$ cat src/wcg_cfg.svh
`ifndef WCG_CFG_SVH
`define WCG_CFG_SVH

// register indices; byte address is four times the index
`define WCG_IDX_WIDE_DATA    8'h08
`define WCG_IDX_CTL_DATA     8'h09
`define WCG_IDX_WIDE_DIR     8'h88
`define WCG_IDX_CTL_DIR      8'h89
`define WCG_IDX_ANALOG_CFG   8'h9F

// fields of control_direction_slave_status
`define WCG_BIT_IN_FULL      7
`define WCG_BIT_OUT_FULL     6
`define WCG_BIT_IN_OVF       5
`define WCG_BIT_SLAVE_SEL    4

// reset values
`define WCG_RST_WIDE_DIR     8'hFF
`define WCG_RST_CTL_DIR      3'h7
`define WCG_RST_ANALOG_CFG   3'h0
`define WCG_RST_LATCH_WIDE   8'h00
`define WCG_RST_LATCH_CTL    3'h0

// analog_pin_config_field[2:1] value that makes the control pins digital
`define WCG_ACFG_DIGITAL     2'h3

`endif

$ cat src/wcg_pkg.sv
package wcg_pkg;

   // slave-port transfer tracking, one-hot
   typedef enum logic [2:0] {
      WCG_S_IDLE  = 3'b001,
      WCG_S_WRITE = 3'b010,
      WCG_S_READ  = 3'b100
   } wcg_psp_state_t;

endpackage : wcg_pkg

$ cat src/wcg_ports.sv
// Operation
// - eight-bit port, per-pin direction bits
// - mode bit selects slave port or GPIO
// - three-pin port; strobes in slave mode
// - analog control pins read as zero
// - direction bits drive pins even when analog
// - power-on makes control pins analog
// - control direction bit one means input
// - in_buffer_full set on host byte received
// - out_buffer_full set until host reads
// - status register resets to 0000-111
// - host read strobe with select reads latch
// - host write strobe with select captures data
// - deselected chip ignores read and write strobes
// - TTL buffers in slave mode, Schmitt otherwise
// - read returns pins, write updates latch
// - read-modify-write writes whole latch from pins
// - write at cycle end, read at start
// - wide direction resets to all inputs
// - unimplemented bits read as zero
// - overflow set on second write, software clears
// - outside slave mode buffer flags held clear
// - slave mode ignores wide direction register
//
// Design decision made here: register access over Wishbone.
`timescale 1ns/1ps
`include "wcg_cfg.svh"
module wcg_ports #(
   parameter int ADR_W = 10                         // wishbone byte address width
) (
   input  wire logic                  i_clk_sys,      // 100 MHz system clock
   input  wire logic                  i_sys_rst,      // synchronous reset, active high
   input  wire logic                  i_wb_cyc,       // wishbone cycle
   input  wire logic                  i_wb_stb,       // wishbone strobe
   input  wire logic                  i_wb_we,        // wishbone write enable
   input  wire logic [ADR_W-1:0]      i_wb_adr,       // wishbone byte address
   input  wire logic [31:0]           i_wb_dat,       // wishbone write data
   input  wire logic [3:0]            i_wb_sel,       // wishbone byte selects
   output logic                       o_wb_ack,       // wishbone acknowledge
   output logic [31:0]                o_wb_dat,       // wishbone read data
   input  wire logic [7:0]            i_wide_pin,     // wide port pin levels
   output logic [7:0]                 o_wide_pin,     // wide port drive value
   output logic [7:0]                 o_wide_oe,      // wide port drive enable
   input  wire logic [2:0]            i_ctl_pin,      // control port pin levels
   output logic [2:0]                 o_ctl_pin,      // control port drive value
   output logic [2:0]                 o_ctl_oe,       // control port drive enable
   output logic [2:0]                 o_ctl_analog,   // control pin routed to analog
   output logic                       o_ttl_sel,      // input buffers in TTL mode
   output wcg_pkg::wcg_psp_state_t    o_slave_state   // slave transfer state
);
   import wcg_pkg::*;

   generate
      if (ADR_W < 10) begin : g_chk_adr
         $error("wcg_ports: ADR_W must be at least 10");
      end
   endgenerate

   // pin synchronisers
   logic [7:0] wide_meta;
   logic [7:0] wide_sync;
   logic [2:0] ctl_meta;
   logic [2:0] ctl_sync;

   // software visible state
   logic [7:0] wide_latch;
   logic [7:0] wide_dir;
   logic [2:0] ctl_latch;
   logic [2:0] ctl_dir;
   logic [2:0] analog_cfg;
   logic       slave_sel;
   logic       in_full;
   logic       out_full;
   logic       in_ovf;
   logic [7:0] in_latch;

   // bus
   logic       ack;
   logic [7:0] rdat;
   logic [7:0] next_rdat;
   logic       req;
   logic       commit;
   logic [7:0] idx;

   // slave port
   wcg_psp_state_t state;
   wcg_psp_state_t next_state;
   logic       sel_act;
   logic       host_rd;
   logic       host_wr;
   logic       wr_done;
   logic       rd_start;

   logic       wr_wide;
   logic       wr_ctl;
   logic       wr_wdir;
   logic       wr_cdir;
   logic       wr_acfg;
   logic       cpu_rd_wide;

   // both stages reset to idle levels so strobes look inactive
   always_ff @(posedge i_clk_sys) begin
      if (i_sys_rst) begin
         wide_meta <= 8'h00;
         wide_sync <= 8'h00;
         ctl_meta  <= 3'h7;
         ctl_sync  <= 3'h7;
      end else begin
         wide_meta <= i_wide_pin;
         wide_sync <= wide_meta;
         ctl_meta  <= i_ctl_pin;
         ctl_sync  <= ctl_meta;
      end
   end

   assign sel_act = slave_sel & ~ctl_sync[2];
   assign host_rd = sel_act & ~ctl_sync[0];
   assign host_wr = sel_act & ~ctl_sync[1];

   always_comb begin
      next_state = state;
      unique case (state)
         WCG_S_IDLE: begin
            if (host_wr) begin
               next_state = WCG_S_WRITE;
            end else if (host_rd) begin
               next_state = WCG_S_READ;
            end
         end
         WCG_S_WRITE: begin
            if (!host_wr) begin
               next_state = WCG_S_IDLE;
            end
         end
         WCG_S_READ: begin
            if (!host_rd) begin
               next_state = WCG_S_IDLE;
            end
         end
         default: begin
            next_state = WCG_S_IDLE;
         end
      endcase
   end

   // level triggered: the transfer ends when either strobe rises
   assign wr_done  = (state == WCG_S_WRITE) & ~host_wr;
   assign rd_start = (state == WCG_S_IDLE) & ~host_wr & host_rd;

   always_ff @(posedge i_clk_sys) begin
      if (i_sys_rst) begin
         state <= WCG_S_IDLE;
      end else begin
         state <= next_state;
      end
   end

   // latest sampled byte while the write strobe is low
   always_ff @(posedge i_clk_sys) begin
      if (i_sys_rst) begin
         in_latch <= 8'h00;
      end else if (host_wr) begin
         in_latch <= wide_sync;
      end
   end

   // wishbone: ack one cycle after request, read data sampled then
   assign req    = i_wb_cyc & i_wb_stb;
   assign commit = req & ack;
   assign idx    = i_wb_adr[9:2];

   assign wr_wide     = commit & i_wb_we & i_wb_sel[0] & (idx == `WCG_IDX_WIDE_DATA);
   assign wr_ctl      = commit & i_wb_we & i_wb_sel[0] & (idx == `WCG_IDX_CTL_DATA);
   assign wr_wdir     = commit & i_wb_we & i_wb_sel[0] & (idx == `WCG_IDX_WIDE_DIR);
   assign wr_cdir     = commit & i_wb_we & i_wb_sel[0] & (idx == `WCG_IDX_CTL_DIR);
   assign wr_acfg     = commit & i_wb_we & i_wb_sel[0] & (idx == `WCG_IDX_ANALOG_CFG);
   assign cpu_rd_wide = commit & ~i_wb_we & (idx == `WCG_IDX_WIDE_DATA);

   assign o_ctl_analog = (analog_cfg[2:1] == `WCG_ACFG_DIGITAL) ? 3'h0 : 3'h7;

   // reads see the pins, not the output latches (in slave mode the wide port reads in_latch); a read-modify-write
   // therefore rewrites input bits with their sensed level
   always_comb begin
      next_rdat = 8'h00;
      case (idx)
         `WCG_IDX_WIDE_DATA:  next_rdat = slave_sel ? in_latch : wide_sync;
         `WCG_IDX_CTL_DATA:   next_rdat = {5'h00, ctl_sync & ~o_ctl_analog};
         `WCG_IDX_WIDE_DIR:   next_rdat = wide_dir;
         `WCG_IDX_CTL_DIR:    next_rdat = {in_full, out_full, in_ovf, slave_sel, 1'b0, ctl_dir};
         `WCG_IDX_ANALOG_CFG: next_rdat = {5'h00, analog_cfg};
         default:             next_rdat = 8'h00;
      endcase
   end

   always_ff @(posedge i_clk_sys) begin
      if (i_sys_rst) begin
         ack  <= 1'b0;
         rdat <= 8'h00;
      end else begin
         ack <= req & ~ack;
         if (req & ~ack) begin
            rdat <= next_rdat;
         end
      end
   end

   assign o_wb_ack = ack;
   assign o_wb_dat = {24'h000000, rdat};

   // writes land on the acknowledge edge, the end of the access
   always_ff @(posedge i_clk_sys) begin
      if (i_sys_rst) begin
         wide_latch <= `WCG_RST_LATCH_WIDE;
         ctl_latch  <= `WCG_RST_LATCH_CTL;
      end else begin
         if (wr_wide) begin
            wide_latch <= i_wb_dat[7:0];
         end
         if (wr_ctl) begin
            ctl_latch <= i_wb_dat[2:0];
         end
      end
   end

   always_ff @(posedge i_clk_sys) begin
      if (i_sys_rst) begin
         wide_dir   <= `WCG_RST_WIDE_DIR;
         ctl_dir    <= `WCG_RST_CTL_DIR;
         slave_sel  <= 1'b0;
         analog_cfg <= `WCG_RST_ANALOG_CFG;
      end else begin
         if (wr_wdir) begin
            wide_dir <= i_wb_dat[7:0];
         end
         if (wr_cdir) begin
            ctl_dir   <= i_wb_dat[2:0];
            slave_sel <= i_wb_dat[`WCG_BIT_SLAVE_SEL];
         end
         if (wr_acfg) begin
            analog_cfg <= i_wb_dat[2:0];
         end
      end
   end

   // status flags: set beats clear, whether from hardware or software, except that outside slave mode in_full and out_full clear over any set
   always_ff @(posedge i_clk_sys) begin
      if (i_sys_rst) begin
         in_full <= 1'b0;
      end else if (!slave_sel) begin
         in_full <= 1'b0;
      end else if (wr_done) begin
         in_full <= 1'b1;
      end else if (cpu_rd_wide) begin
         in_full <= 1'b0;
      end
   end

   always_ff @(posedge i_clk_sys) begin
      if (i_sys_rst) begin
         out_full <= 1'b0;
      end else if (!slave_sel) begin
         out_full <= 1'b0;
      end else if (wr_wide) begin
         out_full <= 1'b1;
      end else if (rd_start) begin
         out_full <= 1'b0;
      end
   end

   // overflow survives leaving slave mode; only software clears it
   always_ff @(posedge i_clk_sys) begin
      if (i_sys_rst) begin
         in_ovf <= 1'b0;
      end else if (wr_done & in_full) begin
         in_ovf <= 1'b1;
      end else if (wr_cdir) begin
         in_ovf <= i_wb_dat[`WCG_BIT_IN_OVF];
      end
   end

   // pin drive
   assign o_wide_pin = wide_latch;
   assign o_wide_oe  = slave_sel ? {8{host_rd}} : ~wide_dir;
   assign o_ctl_pin  = ctl_latch;
   // direction still applies to analog pins; strobes are inputs in slave mode
   assign o_ctl_oe   = slave_sel ? 3'h0 : ~ctl_dir;
   assign o_ttl_sel  = slave_sel;
   assign o_slave_state = state;
endmodule : wcg_ports

$ cat config.mk
export PLATFORM = sky130hd
export DESIGN_NAME = wcg_ports
export DESIGN_NICKNAME = d
export VERILOG_FILES = /design/src/wcg_pkg.sv /design/src/wcg_ports.sv
export VERILOG_INCLUDE_DIRS = /design/src
export SDC_FILE = /design/constraint.sdc
export NUM_CORES = 1
export LEC_CHECK = 0
export BUFFER_PORTS_ARGS = -buffer_cell sky130_fd_sc_hd__buf_2
export CAP_MARGIN = 0
export CORE_MARGIN = 3
export CORE_UTILIZATION = 43
export CTS_CLUSTER_DIAMETER = 40
export DETAILED_ROUTE_END_ITERATION = 8
export HOLD_SLACK_MARGIN = 0.12
export PLACE_DENSITY_LB_ADDON = 0.15
export SYNTH_ARGS = -nofsm -noshare
export SYNTH_HDL_FRONTEND = slang
export SYNTH_SLANG_ARGS = --single-unit
$ cat constraint.sdc
create_clock -name i_clk_sys -period 2 [get_ports i_clk_sys]
set_clock_uncertainty 0.15 [all_clocks]
set_input_delay 0.2 -clock i_clk_sys [delete_from_list [all_inputs] [get_ports i_clk_sys]]
set_output_delay 0.2 -clock i_clk_sys [all_outputs]
set_load 0.02 [all_outputs]
==> summary.txt <==
busiest grt layer: met2
postcts setup bufs: 0
most common cell after layout, fill and taps aside: dfxtp_1
multiplexer share of the synthesized area: 7.81%
most frequent cells in the layout: dfxtp_1, buf_2, nand2_1
vias in the first global route: 2404
Synth Flop Type: dfxtp_1
CTS root buf: clkbuf_8
global-route met2 utilization: 27.3%
Max transition margin: 60.5%
clock tree buffer depth: 2
number of enable flip-flop cells after synthesis: 0
Setup crit end kind: flop
Adder-Cell Fraction of Synth Area: 0%
grt total ovfl: 0
vias: 2597
area delta synth->final: 28.9%
fin util: 57.7%
drt total wl: 7200 um
# diodes: 0
ys async rst share: 0%
yosys warns: 0
WS Path Type: in -> reg
Fillers: 610
port bufs: 70
Worst Path Arrival: 1950 ps
tightest hold margin: 172 ps
CP required: 2080 ps
slowest stage cell, crit path: or4_1
final hold vios: 0
Top Family by Delay on Critical Path: buffers and inverters
Die Span X: 90.6 um
GRT Total Usage: 17.7%
Cells after Synth: 329
Max VDD drop: 0.000463 V
Final GP Congestion: 0.844
placed cell areas: 3540 sq um
Post-layout nets: 493
Unique masters post-synth: 44
initial antenna violation count: 0
placed insts: 496
Avg WL per Cell: 13.5 um
pin count of the biggest net entering global routing: 37
grt met1 use: 23.8%
WP buf/inv: 3
Slew Limit Fails: 0
# clock sinks: 71
Mapped Area: 3080 sq um
largest family of logic cells by synthesized area: simple AND/OR/NAND/NOR gates
status: completed
Syn Area/Cell: 9.35 sq um
Setup crit start kind: primary input
layout cells sized above 1: 28.4%
post-synthesis xor/xnor area fraction: 0.285%
Clk Latency, worst-skew pair: 340 ps
CTS HTree Levels: 3
Power Density: 745 nW/um^2
met3 Use GR: 3.67%
pre-CTS WS: -27.0 ps
simple-gate portion of the synthesized area: 22.7%
drt pass-1 iters: 4
worst slew pin tran: 592 ps
Design Area, Final: 3970 sq um
maxcap violations: 0
Critical Path, Cell by Cell: dlygate4sd3_1 -> buf_2 -> nand2_2 -> or4_1 -> buf_4 -> mux2i_1 -> nor2_1
DRC viols: 0
sequential area share after synthesis: 46.2%
number of primary I/O pins: 124
Post-Layout Cell Count: 532
total CTS buffers: 9
remaining antenna violation count after routing: 0
Tmin final: 1870 ps
RSZ-0062 raised after global routing: no
CP Max Fanout: 9
Fmax: 0.534 GHz
crit share post-route: 93.7%
core area: 6870 sq um
vias per inst: 4.88
die area: 8210 sq um
largest stage delay on the critical path: 530 ps
final setup vio count: 0
post-synthesis compound-gate area fraction: 13.5%
clock transition at the registers of the reported paths: 70 ps
global-route wire length before repair: 11700 um
HP Class: in -> reg
Synth Register Bits: 71
static leakage: 1.70 nW
die height: 90.6 um
row cnt: 30
initial core utilization: 44.8%
TritonCTS clock tree: built
Final WS setup: 126 ps
total power: 2.95 mW
Initial DRC Count: 193
TNS Setup: 0 ps
post-DP HPWL: 5180 um
==> worst reg2reg max path, cell delays in order, from the launching register on <==
cell,delay (ps)
dfxtp_1,360
nand3_1,130
buf_4,190
nor4_4,330
buf_12,180
nor2b_1,50
a211o_2,290
==> cell families (layout without fill, tap and decap cells) <==
logic type / count (synthesis) / after routing
other: 1 / 24
AO/OA/AOI/OAI: 61 / 61
buffers and inverters: 46 / 130
AND/OR/NAND/NOR: 125 / 125
multiplexers: 24 / 24
flip-flops: 71 / 71
XOR/XNOR: 1 / 1
==> registers in the layout, indices dropped and copies added, names as in the netlist <==
register / count
wide_meta: 8
ctl_dir: 3
o_ttl_sel: 1
in_ovf: 1
analog_cfg: 3
in_full: 1
wide_sync: 8
ctl_sync: 3
out_full: 1
o_wide_pin: 8
ctl_meta: 3
o_slave_state: 3
wide_dir: 8
o_ctl_pin: 3
rdat: 8
in_latch: 8
o_wb_ack: 1
==> power breakdown <==
| group | leakage, nW | switching (mW) | internal, mW | total, mW |
|---|---|---|---|---|
| Clock | 0.110 | 0.533 | 0.737 | 1.27 |
| Sequential | 0.578 | 0.0106 | 1.44 | 1.45 |
| Combinational | 1.02 | 0.138 | 0.0956 | 0.234 |
==> synthesized netlist by cell type (all sizes together), types with 3 or more instances <==
| cell | n | share of area (%) |
|---|---|---|
| nor2b | 28 | 5.7 |
| a22oi | 5 | 1.2 |
| mux2i | 24 | 7.8 |
| or2 | 6 | 1.2 |
| o2bb2ai | 3 | 0.85 |
| nand3 | 3 | 0.49 |
| a21oi | 15 | 2.4 |
| o21ai | 14 | 2.3 |
| clkbuf | 13 | 1.6 |
| nor2 | 29 | 3.5 |
| buf | 30 | 7.5 |
| or3b | 4 | 1.1 |
| inv | 3 | 0.37 |
| nor4 | 7 | 2.6 |
| dfxtp | 71 | 46 |
| nor3 | 4 | 0.65 |
| nand2 | 31 | 3.8 |
| a211o | 12 | 3.5 |
==> layout make-up <==
| cell class | instances | area, sq um | share of cell area (%) |
|---|---|---|---|
| sequential | 71 | 1420 | 35.8 |
| timing repair buffer | 111 | 733 | 18.5 |
| clock inverter | 5 | 81.3 | 2.05 |
| clock buffer | 11 | 141 | 3.57 |
| inverter | 3 | 11.3 | 0.284 |
| multi-input combinational | 235 | 1460 | 36.7 |
| tap | 96 | 120 | 3.03 |
==> path summary, 6_finish.rpt <==
kind                     startpoint                         end  slack, ps  cells past startpoint
min reg2reg  ctl_meta[0]$_SDFF_PP1_      ctl_sync[0]$_SDFF_PP1_        260                      1
min                        i_wb_stb        rdat[0]$_SDFFE_PP0P_        170                      5
max                         i_wb_we  o_wide_pin[5]$_SDFFE_PP0P_        130                      7
max reg2reg     o_wb_ack$_SDFF_PP0_    wide_dir[5]$_SDFFE_PP1P_        200                      6
==> metal layers <==
metal | wire, um | share of wire (%)
met4 | 142 | 2.0
met3 | 420 | 5.8
met5 | 0 | 0
met2 | 3300 | 46
met1 | 3340 | 46
==> what timing repair did <==
action,CTS,global route
endpoints found under the hold margin,39,0
setup endpoints to repair,2,8
gates cloned,0,0
hold buffers,20,0
resized for setup,1,1
Note: power is estimated with default switching activity, not from simulation.
